===== config.mk =====
export PLATFORM = sky130hd
export DESIGN_NAME = etdd_engine
export DESIGN_NICKNAME = d
export VERILOG_FILES = /design/src/hdl/etdd_pkg.sv /design/src/hdl/etdd_map_ram.sv /design/src/hdl/etdd_engine.sv
export SDC_FILE = /design/constraint.sdc
export NUM_CORES = 2
export LEC_CHECK = 0
export BUFFER_PORTS_ARGS = -buffer_cell sky130_fd_sc_hd__buf_4
export CORE_MARGIN = 8
export CORE_UTILIZATION = 51
export DETAILED_ROUTE_END_ITERATION = 10
export PLACE_DENSITY = 0.66
export SLEW_MARGIN = 25
export SYNTH_ARGS = -nofsm -noshare
export SYNTH_HDL_FRONTEND = slang
export SYNTH_SLANG_ARGS = --single-unit

===== constraint.sdc =====
create_clock -name aclk -period 4.9 [get_ports aclk]
set_input_delay 0 -clock aclk [delete_from_list [all_inputs] [get_ports aclk]]
set_output_delay 0 -clock aclk [all_outputs]
set_load 0.01 [all_outputs]

===== src/hdl/etdd_pkg.sv =====
// =============================================================
// constants of the event-timed direct transfer engine
package etdd_pkg;
    // register byte addresses
    localparam logic [11:0] ETDD_CTRL = 12'h000;
    localparam logic [11:0] ETDD_BASE = 12'h004;
    localparam logic [11:0] ETDD_NBLK = 12'h008;
    localparam logic [11:0] ETDD_BSTR = 12'h00C;
    localparam logic [11:0] ETDD_KSTR = 12'h010;
    localparam logic [11:0] ETDD_CHEN_LO = 12'h014;
    localparam logic [11:0] ETDD_CHEN_HI = 12'h018;
    localparam logic [11:0] ETDD_STATUS = 12'h01C;
    localparam logic [3:0] ETDD_MAP_PAGE = 4'h1; // map words at 0x100..0x1fc
    // control fields
    localparam int ETDD_RUN_BIT = 0;
    localparam int ETDD_EGRESS_BIT = 1;
    localparam int ETDD_RSA_BIT = 2;
    localparam int ETDD_BUF256_BIT = 3;
    localparam int ETDD_QPC_LSB = 8;
    localparam int ETDD_NCAR_LSB = 12;
    localparam int ETDD_BLEN_LSB = 24;
    localparam logic [31:0] ETDD_CTRL_MASK = 32'h0F07_FF0F;
    localparam logic [31:0] ETDD_CTRL_RST = 32'h0400_0100; // 1 qw, burst 4 qw
    localparam logic [31:0] ETDD_ZERO = 32'h0000_0000;
    // address unit of the strides is 0x10 bytes
    localparam int ETDD_QW_SHIFT = 4;
    localparam logic [3:0] ETDD_MASK_128 = 4'h7; // 8 qw circular region
    localparam logic [3:0] ETDD_MASK_256 = 4'hF; // 16 qw circular region
    localparam logic [1:0] ETDD_OKAY = 2'h0;
    localparam logic [1:0] ETDD_SLVERR = 2'h2;
    typedef enum logic [1:0] {ST_IDLE, ST_FETCH, ST_CHECK, ST_MOVE} etdd_state_e;
endpackage


===== src/hdl/etdd_map_ram.sv =====
`timescale 1ns/1ps
`default_nettype none
// =============================================================
// channel map: 64 slots, one write port, two registered read ports
module etdd_map_ram
    import etdd_pkg::*;
(
    input wire logic aclk,
    input wire logic aresetn,
    input wire logic we,
    input wire logic [5:0] waddr,
    input wire logic [5:0] wdata,
    input wire logic [5:0] raddr_a,
    output logic [5:0] rdata_a,
    input wire logic [5:0] raddr_b,
    output logic [5:0] rdata_b
);
    logic [5:0] mem [64];

    // storage, cleared by reset so reads are defined
    always_ff @(posedge aclk) begin
        if (!aresetn) begin
            for (int i = 0; i < 64; i++) begin
                mem[i] <= 6'h00;
            end
        end else if (we) begin
            mem[waddr] <= wdata;
        end
    end

    // registered read ports
    always_ff @(posedge aclk) begin
        if (!aresetn) begin
            rdata_a <= 6'h00;
            rdata_b <= 6'h00;
        end else begin
            rdata_a <= mem[raddr_a];
            rdata_b <= mem[raddr_b];
        end
    end
endmodule // etdd_map_ram
`default_nettype wire


===== src/hdl/etdd_engine.sv =====
// Behaviour
// - each carrier moves a programmed count of quadwords per event
// - each event serves the programmed count of carrier slots
// - base address is bus source (egress) or destination (ingress), start point
// - burst length setting caps quadwords per bus burst
// - only enabled channels move data
// - egress data-type bit selects downlink or uplink processed data
// - after the programmed block count the address returns to base
// - after each burst the address steps by burst stride times 0x10
// - after each block the address steps by block stride times 0x10
// - sixty-four map entries assign slots in order to buffer channels
// - strides apply only to the bus-side address
// - events come every eight or four chips via the iteration strobe
// - running configuration changes apply at the next frame boundary, except the run bit, which gates new events at once, and map writes at once
// - changed configuration registers held as a pair, switched at frame boundary while running, at once when stopped
// - frame strobe restarts the sequence, iteration strobe starts a block
// - each carrier buffer region is 128 or 256 bytes
// - this engine wins the bus over packet transfer requests
`timescale 1ns/1ps
`default_nettype none
module etdd_engine
    import etdd_pkg::*;
(
    input wire logic aclk,
    input wire logic aresetn,
    input wire logic [11:0] s_axi_awaddr,
    input wire logic s_axi_awvalid,
    output logic s_axi_awready,
    input wire logic [31:0] s_axi_wdata,
    input wire logic [3:0] s_axi_wstrb,
    input wire logic s_axi_wvalid,
    output logic s_axi_wready,
    output logic [1:0] s_axi_bresp,
    output logic s_axi_bvalid,
    input wire logic s_axi_bready,
    input wire logic [11:0] s_axi_araddr,
    input wire logic s_axi_arvalid,
    output logic s_axi_arready,
    output logic [31:0] s_axi_rdata,
    output logic [1:0] s_axi_rresp,
    output logic s_axi_rvalid,
    input wire logic s_axi_rready,
    input wire logic frame_strobe,
    input wire logic iter_strobe,
    output logic dma_valid,
    input wire logic dma_ready,
    output logic [31:0] dma_addr,
    output logic dma_burst_start,
    output logic dma_egress,
    output logic dma_rsa,
    output logic [5:0] dma_channel,
    output logic [3:0] dma_db_qw,
    input wire logic pkt_valid,
    output logic pkt_grant
);
    // =============================================================
    // helpers
    function automatic logic [31:0] wmerge(input logic [31:0] old, input logic [31:0] d,
                                           input logic [3:0] strb);
        logic [31:0] r;
        r = old;
        for (int i = 0; i < 4; i++) begin
            if (strb[i]) r[8*i +: 8] = d[8*i +: 8];
        end
        return r;
    endfunction

    // true when cnt is the last step of a count of lim (zero counts as one)
    function automatic logic is_last(input logic [15:0] cnt, input logic [15:0] lim);
        return (lim == 16'h0000) || (cnt >= lim - 16'h0001);
    endfunction

    function automatic logic [31:0] stride(input logic [15:0] s);
        return {12'h000, s, 4'h0};
    endfunction

    // =============================================================
    // register bus slave
    logic aw_have_q, w_have_q, rd_pend_q, do_write, cfg_wr, map_we, swap, pend_q;
    logic [11:0] aw_addr_q, rd_addr_q;
    logic [31:0] wdata_q, rd_mux;
    logic [3:0] wstrb_q;
    logic [5:0] map_rd_a, map_rd_b, slot_q;
    logic [31:0] sh_ctrl_q, sh_base_q, act_ctrl_q, act_base_q;
    logic [15:0] sh_nblk_q, sh_bstr_q, sh_kstr_q, act_nblk_q, act_bstr_q, act_kstr_q;
    logic [63:0] sh_en_q, act_en_q;
    logic [15:0] blk_cnt_q;
    etdd_state_e st_q;

    assign s_axi_awready = !aw_have_q && !s_axi_bvalid;
    assign s_axi_wready = !w_have_q && !s_axi_bvalid;
    assign s_axi_arready = !rd_pend_q && !s_axi_rvalid;
    assign do_write = aw_have_q && w_have_q && !s_axi_bvalid;
    assign cfg_wr = do_write && (aw_addr_q <= ETDD_CHEN_HI);
    assign map_we = do_write && (aw_addr_q[11:8] == ETDD_MAP_PAGE);

    // write address and data taken in either order
    always_ff @(posedge aclk) begin
        if (!aresetn) begin
            aw_have_q <= 1'b0;
            w_have_q <= 1'b0;
            aw_addr_q <= 12'h000;
            wdata_q <= ETDD_ZERO;
            wstrb_q <= 4'h0;
        end else begin
            if (s_axi_awvalid && s_axi_awready) begin
                aw_have_q <= 1'b1;
                aw_addr_q <= {s_axi_awaddr[11:2], 2'b00};
            end else if (do_write) begin
                aw_have_q <= 1'b0;
            end
            if (s_axi_wvalid && s_axi_wready) begin
                w_have_q <= 1'b1;
                wdata_q <= s_axi_wdata;
                wstrb_q <= s_axi_wstrb;
            end else if (do_write) begin
                w_have_q <= 1'b0;
            end
        end
    end

    // write response, unmapped or status writes answer slverr
    always_ff @(posedge aclk) begin
        if (!aresetn) begin
            s_axi_bvalid <= 1'b0;
            s_axi_bresp <= ETDD_OKAY;
        end else if (do_write) begin
            s_axi_bvalid <= 1'b1;
            s_axi_bresp <= (cfg_wr || map_we) ? ETDD_OKAY : ETDD_SLVERR;
        end else if (s_axi_bready) begin
            s_axi_bvalid <= 1'b0;
        end
    end

    // shadow copy written by software
    always_ff @(posedge aclk) begin
        if (!aresetn) begin
            sh_ctrl_q <= ETDD_CTRL_RST;
            sh_base_q <= ETDD_ZERO;
            sh_nblk_q <= 16'h0000;
            sh_bstr_q <= 16'h0000;
            sh_kstr_q <= 16'h0000;
            sh_en_q <= 64'h0000_0000_0000_0000;
        end else if (cfg_wr) begin
            unique case (aw_addr_q)
                ETDD_CTRL: sh_ctrl_q <= wmerge(sh_ctrl_q, wdata_q, wstrb_q) & ETDD_CTRL_MASK;
                ETDD_BASE: sh_base_q <= wmerge(sh_base_q, wdata_q, wstrb_q);
                ETDD_NBLK: sh_nblk_q <= 16'(wmerge({16'h0000, sh_nblk_q}, wdata_q, wstrb_q));
                ETDD_BSTR: sh_bstr_q <= 16'(wmerge({16'h0000, sh_bstr_q}, wdata_q, wstrb_q));
                ETDD_KSTR: sh_kstr_q <= 16'(wmerge({16'h0000, sh_kstr_q}, wdata_q, wstrb_q));
                ETDD_CHEN_LO: sh_en_q[31:0] <= wmerge(sh_en_q[31:0], wdata_q, wstrb_q);
                default: sh_en_q[63:32] <= wmerge(sh_en_q[63:32], wdata_q, wstrb_q);
            endcase
        end
    end

    // pending change flag, a new write wins over the swap
    // a stopped engine takes the shadow at once, a running one waits for the frame
    assign swap = pend_q && (frame_strobe || !act_ctrl_q[ETDD_RUN_BIT]);
    always_ff @(posedge aclk) begin
        if (!aresetn) pend_q <= 1'b0;
        else if (cfg_wr) pend_q <= 1'b1;
        else if (swap) pend_q <= 1'b0;
    end

    // active copy, replaced only at a frame boundary while running
    always_ff @(posedge aclk) begin
        if (!aresetn) begin
            act_ctrl_q <= ETDD_CTRL_RST;
            act_base_q <= ETDD_ZERO;
            act_nblk_q <= 16'h0000;
            act_bstr_q <= 16'h0000;
            act_kstr_q <= 16'h0000;
            act_en_q <= 64'h0000_0000_0000_0000;
        end else if (swap) begin
            act_ctrl_q <= sh_ctrl_q;
            act_base_q <= sh_base_q;
            act_nblk_q <= sh_nblk_q;
            act_bstr_q <= sh_bstr_q;
            act_kstr_q <= sh_kstr_q;
            act_en_q <= sh_en_q;
        end
    end

    // read data mux
    always_comb begin
        unique case (rd_addr_q)
            ETDD_CTRL: rd_mux = sh_ctrl_q;
            ETDD_BASE: rd_mux = sh_base_q;
            ETDD_NBLK: rd_mux = {16'h0000, sh_nblk_q};
            ETDD_BSTR: rd_mux = {16'h0000, sh_bstr_q};
            ETDD_KSTR: rd_mux = {16'h0000, sh_kstr_q};
            ETDD_CHEN_LO: rd_mux = sh_en_q[31:0];
            ETDD_CHEN_HI: rd_mux = sh_en_q[63:32];
            ETDD_STATUS: rd_mux = {blk_cnt_q, 2'b00, slot_q, 6'h00, pend_q, st_q != ST_IDLE};
            default: rd_mux = (rd_addr_q[11:8] == ETDD_MAP_PAGE) ? {26'h000_0000, map_rd_b}
                                                                 : ETDD_ZERO;
        endcase
    end

    // read channel, data one cycle after address taken
    always_ff @(posedge aclk) begin
        if (!aresetn) begin
            rd_pend_q <= 1'b0;
            rd_addr_q <= 12'h000;
            s_axi_rvalid <= 1'b0;
            s_axi_rdata <= ETDD_ZERO;
            s_axi_rresp <= ETDD_OKAY;
        end else begin
            if (s_axi_arvalid && s_axi_arready) begin
                rd_pend_q <= 1'b1;
                rd_addr_q <= {s_axi_araddr[11:2], 2'b00};
            end else begin
                rd_pend_q <= 1'b0;
            end
            if (rd_pend_q) begin
                s_axi_rvalid <= 1'b1;
                s_axi_rdata <= rd_mux;
                s_axi_rresp <= (rd_addr_q <= ETDD_STATUS || rd_addr_q[11:8] == ETDD_MAP_PAGE)
                               ? ETDD_OKAY : ETDD_SLVERR;
            end else if (s_axi_rready) begin
                s_axi_rvalid <= 1'b0;
            end
        end
    end

    // channel map storage
    etdd_map_ram u_map (
        .aclk(aclk),
        .aresetn(aresetn),
        .we(map_we),
        .waddr(aw_addr_q[7:2]),
        .wdata(wdata_q[5:0]),
        .raddr_a(slot_q),
        .rdata_a(map_rd_a),
        .raddr_b(s_axi_araddr[7:2]),
        .rdata_b(map_rd_b)
    );

    // =============================================================
    // transfer sequencer
    logic [3:0] qpc, blen, qcnt_q, bcnt_q;
    logic [6:0] ncar;
    logic start, en_hit, acc, adv, ev_end;
    logic [31:0] burst_addr_q, blk_addr_q, base_next;

    assign qpc = act_ctrl_q[ETDD_QPC_LSB +: 4];
    assign ncar = act_ctrl_q[ETDD_NCAR_LSB +: 7];
    assign blen = act_ctrl_q[ETDD_BLEN_LSB +: 4];
    assign base_next = swap ? sh_base_q : act_base_q;
    assign start = iter_strobe && sh_ctrl_q[ETDD_RUN_BIT] && ncar != 7'h00
                   && (st_q == ST_IDLE || frame_strobe);
    assign en_hit = act_en_q[map_rd_a];
    assign acc = st_q == ST_MOVE && dma_ready;
    assign adv = (st_q == ST_CHECK && !en_hit)
                 || (acc && is_last(16'(qcnt_q), 16'(qpc)));
    assign ev_end = adv && is_last(16'(slot_q), 16'(ncar));

    // state: fetch map entry, check enable, move quadwords
    always_ff @(posedge aclk) begin
        if (!aresetn) begin
            st_q <= ST_IDLE;
        end else if (frame_strobe || start) begin
            st_q <= start ? ST_FETCH : ST_IDLE;
        end else begin
            unique case (st_q)
                ST_IDLE: st_q <= ST_IDLE;
                ST_FETCH: st_q <= ST_CHECK;
                ST_CHECK: st_q <= en_hit ? ST_MOVE : (ev_end ? ST_IDLE : ST_FETCH);
                ST_MOVE: if (adv) st_q <= ev_end ? ST_IDLE : ST_FETCH;
            endcase
        end
    end

    // slot and quadword counters
    always_ff @(posedge aclk) begin
        if (!aresetn) begin
            slot_q <= 6'h00;
            qcnt_q <= 4'h0;
        end else if (start) begin
            slot_q <= 6'h00;
            qcnt_q <= 4'h0;
        end else begin
            if (adv && !ev_end) slot_q <= slot_q + 6'h01;
            if (acc) qcnt_q <= is_last(16'(qcnt_q), 16'(qpc)) ? 4'h0 : qcnt_q + 4'h1;
        end
    end

    // burst address, stepped by burst stride when a burst fills
    always_ff @(posedge aclk) begin
        if (!aresetn) begin
            bcnt_q <= 4'h0;
            burst_addr_q <= ETDD_ZERO;
        end else if (start) begin
            bcnt_q <= 4'h0;
            burst_addr_q <= frame_strobe ? base_next : blk_addr_q;
        end else if (acc) begin
            if (is_last(16'(bcnt_q), 16'(blen))) begin
                bcnt_q <= 4'h0;
                burst_addr_q <= burst_addr_q + stride(act_bstr_q);
            end else begin
                bcnt_q <= bcnt_q + 4'h1;
            end
        end
    end

    // block address, stepped per event and wrapped to base
    always_ff @(posedge aclk) begin
        if (!aresetn) begin
            blk_cnt_q <= 16'h0000;
            blk_addr_q <= ETDD_ZERO;
        end else if (frame_strobe) begin
            blk_cnt_q <= 16'h0000;
            blk_addr_q <= base_next;
        end else if (ev_end) begin
            if (is_last(blk_cnt_q, act_nblk_q)) begin
                blk_cnt_q <= 16'h0000;
                blk_addr_q <= act_base_q;
            end else begin
                blk_cnt_q <= blk_cnt_q + 16'h0001;
                blk_addr_q <= blk_addr_q + stride(act_kstr_q);
            end
        end
    end

    // transfer request outputs
    assign dma_valid = st_q == ST_MOVE;
    assign dma_addr = burst_addr_q;
    assign dma_burst_start = bcnt_q == 4'h0;
    assign dma_egress = act_ctrl_q[ETDD_EGRESS_BIT];
    assign dma_rsa = act_ctrl_q[ETDD_RSA_BIT];
    assign dma_channel = map_rd_a;
    assign dma_db_qw = 4'(blk_cnt_q[3:0] * qpc + qcnt_q)
                       & (act_ctrl_q[ETDD_BUF256_BIT] ? ETDD_MASK_256 : ETDD_MASK_128);
    assign pkt_grant = pkt_valid && !dma_valid;
endmodule // etdd_engine
`default_nettype wire


==> Yosys cells after proc, flatten, opt, wreduce, memory -nomap -nowiden <==
Memories as Yosys holds them, arrays and structs flattened. A register that Yosys moved wholly into a read port is not among the register bits.
Index checks and enable logic that the tools add are counted.
{ "word_totals": {"register_bits": 520, "ram_bits": 384, "input_bits": 71, "out_inout_bits": 88, "memories": 1} }
{ "mem_list": {"columns": ["memory", "words", "width", "rd", "rd_ports_with_merged_regs", "write_ports", "line_no", "source"], "rows": [
  ["u_map.mem", 64, 6, 2, 2, 64, "etdd_map_ram.sv:18", "logic [5:0] mem [64];"]
]} }
{ "classes": {"addsub": 11, "multipliers": 1, "n_lt_le_gt_ge": 7, "eq_ne": 18, "mux": 41, "bitwise_logic": 3, "n_reduce_logical": 86} }
{ "op_table": {"columns": ["cell", "count"], "rows": [
  ["$mux W32", 8],
  ["$pmux W32 S8", 1],
  ["$reduce_and A3 Y1", 22],
  ["$add A32 B20 Y32", 2],
  ["$eq A10 B3 Y1 const B", 6],
  ["$eq A10 B2 Y1 const B", 4],
  ["$ge A4 B16 Y1", 2],
  ["$le A12 B5 Y1 const B", 2],
  ["$logic_not A12 Y1", 2],
  ["$eq A10 B1 Y1 const B", 2],
  ["$logic_and A1 B1 Y1", 20],
  ["$mux W1", 18],
  ["$mux W6", 3],
  ["$reduce_bool A2 Y1", 9],
  ["$add A16 B1 Y16 const B", 1],
  ["$ge A16 B16 Y1", 1],
  ["$ge A6 B16 Y1", 1],
  ["$logic_not A16 Y1", 1],
  ["$mux W16", 1],
  ["$sub A16 B1 Y16 const B", 1],
  ["$logic_not A4 Y1", 3],
  ["$mux W4", 3],
  ["$reduce_or A6 Y1", 2],
  ["$logic_not A1 Y1", 11],
  ["22 further kinds", 41]
]} }

==> Longest topological paths before layout <==
{ "depth": {"ltp_word": 10, "depth_mapped": 16, "mapped_depth_nobuf": 14} }

==> Modules after synthesis <==
From an unflattened synthesis, not the netlist that was laid out.
{ "unflattened": {"cells_unflattened": 4466, "hier_area_um2": 46341.9} }
{ "by_module_without_submodules": {"columns": ["mod", "instances", "cells_per_inst", "area_each_um2"], "rows": [
  ["etdd_engine", 1, 2977, 24800.0],
  ["etdd_map_ram", 1, 1489, 21541.9]
]} }

==> Worst setup path after synthesis <==
Ideal clock, no wire load.
{ "synth_timing": {"path_type": "reg2reg", "from": "reg act_nblk_q[7]", "to": "reg blk_addr_q[31]", "arrival_ns": 3.696, "slack_ns": 1.061, "stages_incl_launch_ff": 14, "n_path_buf": 0, "synth_period_minus_slack_ns": 3.839, "cell_sequence": "dfxtp_1 or4_4 or3_4 or3_4 nor2_1 xnor2_1 ha_1 and4_1 a221oi_1 o31ai_4 nor2_2 and2b_1 a2111oi_0 a2111oi_2"} }
{ "synth_between": {"elab_chain_len": 6} }
{ "synth_rtl": {"columns": ["item", "line_no", "source"], "rows": [
  ["start, declared", "etdd_engine.sv:85", "logic [15:0] sh_nblk_q, sh_bstr_q, sh_kstr_q, act_nblk_q, act_bstr_q, act_kstr_q;"],
  ["start signal, assigned", "etdd_engine.sv:178", "act_nblk_q <= sh_nblk_q;"],
  ["$sub A16 B1 Y16", "etdd_engine.sv:70", "return (lim == 16'h0000) || (cnt >= lim - 16'h0001);"],
  ["$ge A16 B16 Y1", "etdd_engine.sv:70", null],
  ["$logic_or A1 B1 Y1 (*)", "etdd_engine.sv:70", null],
  ["$mux W32 (*)", "etdd_engine.sv:316", "if (is_last(blk_cnt_q, act_nblk_q)) begin"],
  ["$mux W32 (*)", "etdd_engine.sv:315", "end else if (ev_end) begin"],
  ["$mux W32 (*)", "etdd_engine.sv:312", "end else if (frame_strobe) begin"],
  ["end signal, assigned", "etdd_engine.sv:314", "blk_addr_q <= base_next;"],
  ["end signal, assigned", "etdd_engine.sv:318", "blk_addr_q <= act_base_q;"],
  ["end signal, assigned", "etdd_engine.sv:321", "blk_addr_q <= blk_addr_q + stride(act_kstr_q);"],
  ["end, declared", "etdd_engine.sv:245", "logic [31:0] burst_addr_q, blk_addr_q, base_next;"]
]} }
Every way passes the cells marked *; elsewhere a longest branch is shown, timed or not. The select of a mux whose other input is x is not followed.
A chain may end at the register's enable or synchronous reset.

==> Final worst setup path <==
{ "layout_timing": {"from": "reg act_nblk_q[7]", "to": "reg blk_addr_q[26]"} }
The elaborated chain is that of the path after synthesis.

==> results.py <==
metrics = {
    "logic_synthesis": {
        "ys_ff_latch": 914,
        "synthFlopType": "dfxtp_1",
        "synth.area.top_cells": "edfxtp_1, dfxtp_1, mux4_2",
        "ys_seq_area_frac": 0.486,
        "syn_inst": 4289,
        "synth_async_sr_flop_share": 0,
        "synth_largest_area_cell": "edfxtp_1",
        "synth_cell_types": 89,
        "netlist_area_sq_um": 45500,
        "synth_edf_count": 384,
        "yosysTopAreaCellShare": 0.253,
        "ys_warn_count": 0,
        "avgSynthCellArea_sq_um": 10.6,
    },
    "placement": {
        "portBuffers": 152,
        "dp_hpwl_mm": 95.9,
        "place.gp.congestion": 0.905,
    },
    "cts": {
        "cts_tree": "done",
        "post_cts_buffers": 0,
        "cts-resized-gates": 0,
        "cts_buffer_depth": 3,
        "clock_insertion_delay_worst_skew_ps": 680,
        "cts_max_level": 3,
        "clock-sinks": 914,
        "clk_pin_slew_worst_paths_ps": 60,
        "cts_root_buf": "clkbuf_16",
        "cts_buffers": 96,
    },
    "floorplan": {
        "io_pins": 159,
        "coreArea_sq_um": 88400,
        "die_h_microns": 315,
        "die-area_sq_um": 99100,
        "start_util": 0.515,
        "rows": 109,
        "dieWidth_microns": 315,
    },
    "sta": {
        "hold_violations": 0,
        "clock_skew_ps": 36.0,
        "min_period_ps": 4290,
        "final_max_slew_viol_count": 0,
        "rsz0062_at_grt": "false",
        "finalSetupViolCount": 0,
        "maxSlewHeadroom": 0.217,
        "tns_ps": 0,
        "tightest_slew_ps": 1160,
        "timing.final.crit_share": 0.876,
        "fmax_mhz": 233,
    },
    "run": {
        "drv_cap": 0,
    },
    "worst_hold_path": {
        "hp-class": "input pin to register",
    },
    "worst_setup_path": {
        "critPathKind": "register to register",
        "startpoint_type": "register",
        "end_kind": "register",
        "endpoint": "blk_addr_q[26]$_SDFFE_PN0P_",
        "r2r-end": "blk_addr_q[26]$_SDFFE_PN0P_",
        "crit_arrival_ps": 4900,
        "ff2ff_path_depth": 14,
        "cp_max_fo": 23,
        "crit_required_ps": 5500,
        "worstReg2RegStart": "act_nblk_q[7]$_SDFFE_PN0P_",
        "ff2ff_setup_slack_ps": 610,
        "startpoint": "act_nblk_q[7]$_SDFFE_PN0P_",
    },
    "pwr": {
        "total_power_mw": 17.1,
        "leakage_nw": 19.4,
        "ir_drop_mv": 0.319,
        "power_density_nw_per_um2": 327,
    },
    "grt": {
        "grt_use_met3": 0.0395,
        "grt_pass1_wl_mm": 211,
        "grt_max_degree": 143,
        "grtUsageMet2": 0.455,
        "antenna_found_initial": 2,
        "grt_usage": 0.277,
        "grt_pass1_vias": 33500,
        "grt.met1_usage": 0.356,
        "grt_overflow": 0,
        "grt-busiest-layer": "met2",
    },
    "route": {
        "postRouteAntennaNets": 0,
        "post-route-drc-count": 0,
        "wire_per_inst_microns": 24.9,
        "via_count": 34600,
        "drt_iter0_markers": 3803,
        "firstDrtPassIters": 6,
        "routed_via_density": 6.13,
        "wirelength_mm": 141,
    },
    "cells_and_area": {
        "drive_gt1_frac": 0.153,
        "syn_to_final_growth_pct": 14.7,
        "layout.nets": 4559,
        "fillers": 7350,
        "insertedDiodeCount": 0,
    },
    "run_status": {
        "outcome": "finished clean",
    },
}
-- cell usage after synthesis (7+ instances only) --
master / instances
a211oi_1: 17
nor4_1: 12
buf_1: 35
xor2_1: 19
o21ai_0: 149
nor2_1: 301
mux4_2: 260
o32ai_1: 8
o21a_1: 11
o211ai_1: 19
a31oi_1: 36
or3_1: 8
and2_1: 419
nand3_1: 79
a222oi_1: 17
nand4_1: 16
o22ai_1: 10
o31a_1: 7
nand3b_1: 9
xnor2_1: 62
a221oi_1: 20
inv_1: 40
a21o_1: 17
clkbuf_1: 280
nor3b_1: 10
nand2b_1: 16
a22oi_1: 44
nor2b_1: 19
and3_1: 19
mux2_2: 11
nor3_1: 36
nand2_1: 650
buf_2: 9
mux2i_1: 173
ha_1: 78
dfxtp_1: 530
a21oi_1: 343
edfxtp_1: 384
a22o_1: 13
-- cell usage in the layout (no fill, tap or decap), drive strengths merged, types with 43 or more instances in the layout --
cell and instances:
a21oi 343, and2 420, mux2i 173, mux4 260, dfxtp 530, nor2 302
inv 43, buf 210, nand2 650, clkbuf 141, a22oi 44, edfxtp 384
ha 78, xnor2 62, dlygate4sd3 144, nand3 79, o21ai 153
-- critical path, cell delays in order (launching register included) --
cell	delay, ps
dfxtp_1	360
or4_4	560
or3_4	350
or3_4	350
nor2_1	120
xnor2_1	130
ha_1	260
and4_1	180
a221oi_1	410
o31ai_4	180
nor2_4	370
buf_4	360
nor4b_1	270
o21ai_0	110
a41oi_1	190
-- per-stage QoR --
step	area (sq um)	hold slack, ps	std cells	utilization	setup WS (ps)
2_1_floorplan	45500	136	4290	-	1060
3_3_place_gp	47400	249	5328	0.536	706
3_5_place_dp	47400	255	5328	0.536	622
4_1_cts	52200	113	5650	0.591	612
5_1_grt	52200	184	5651	0.591	267
6_report	52200	150	5651	0.591	609
-- how the worst min path moves through the flow --
| stage | endpoint | from | depth (start not counted) | slack (ps) |
|---|---|---|---|---|
| after floorplan | aw_addr_q[10]$_SDFFE_PN0P_ | s_axi_awaddr[10] | 2 | 140 |
| after CTS | s_axi_bvalid$_SDFFE_PN0P_ | s_axi_bready | 4 | 110 |
| after global routing | s_axi_bvalid$_SDFFE_PN0P_ | s_axi_bready | 4 | 180 |
| final | s_axi_bvalid$_SDFFE_PN0P_ | s_axi_bready | 4 | 150 |
| after global placement | rd_addr_q[10]$_SDFFE_PN0P_ | s_axi_araddr[10] | 3 | 250 |
| after detailed placement | rd_addr_q[10]$_SDFFE_PN0P_ | s_axi_araddr[10] | 3 | 250 |
-- logic make-up after synthesis --
logic type	share of synthesized area
flip-flops	0.486
AND/OR/NAND/NOR	0.169
XOR/XNOR	0.0156
adder cells (fa/ha/maj)	0.0232
other	0.0000824
multiplexers	0.169
AO/OA/AOI/OAI	0.103
buffers and inverters	0.0330
-- final cells by class --
cell class / instances / area (sq um) / area share
Multi-Input combinational cell: 2999 / 22000 / 0.420
Sequential cell: 914 / 22200 / 0.425
Clock buffer: 141 / 2920 / 0.0559
Clock inverter: 37 / 440 / 0.00843
Timing Repair Buffer: 354 / 3120 / 0.0597
Inverter: 41 / 161 / 0.00309
Tap cell: 1165 / 1460 / 0.0279
-- state kept, by name (all words and copies together), names as in the netlist, 19 cells and up --
name,flops
wdata_q,32
act_en_q,64
u_map.mem,384
sh_ctrl_q,19
dma_addr,32
act_ctrl_q,19
act_base_q,32
s_axi_rdata,32
sh_base_q,32
sh_en_q,64
blk_addr_q,32
-- power breakdown --
group	switching (mW)	internal, mW	leakage [nW]
Combinational	0.635	0.462	9.47
Clock	3.15	4.51	1.64
Sequential	0.210	8.10	8.25
Total	4.00	13.1	19.4
-- timing repair --
item                       4_1_cts  5_1_grt
hold endpoints to repair       101        0
setup endpoints to repair        0        0
hold buffers                   144        0
-- per-layer routing --
metal	share of wire	routed length (microns)
met1	0.39	55500
met2	0.48	67200
met3	0.068	9610
met4	0.060	8510
met5	0	0
Note: power is estimated with default switching activity, not from simulation.
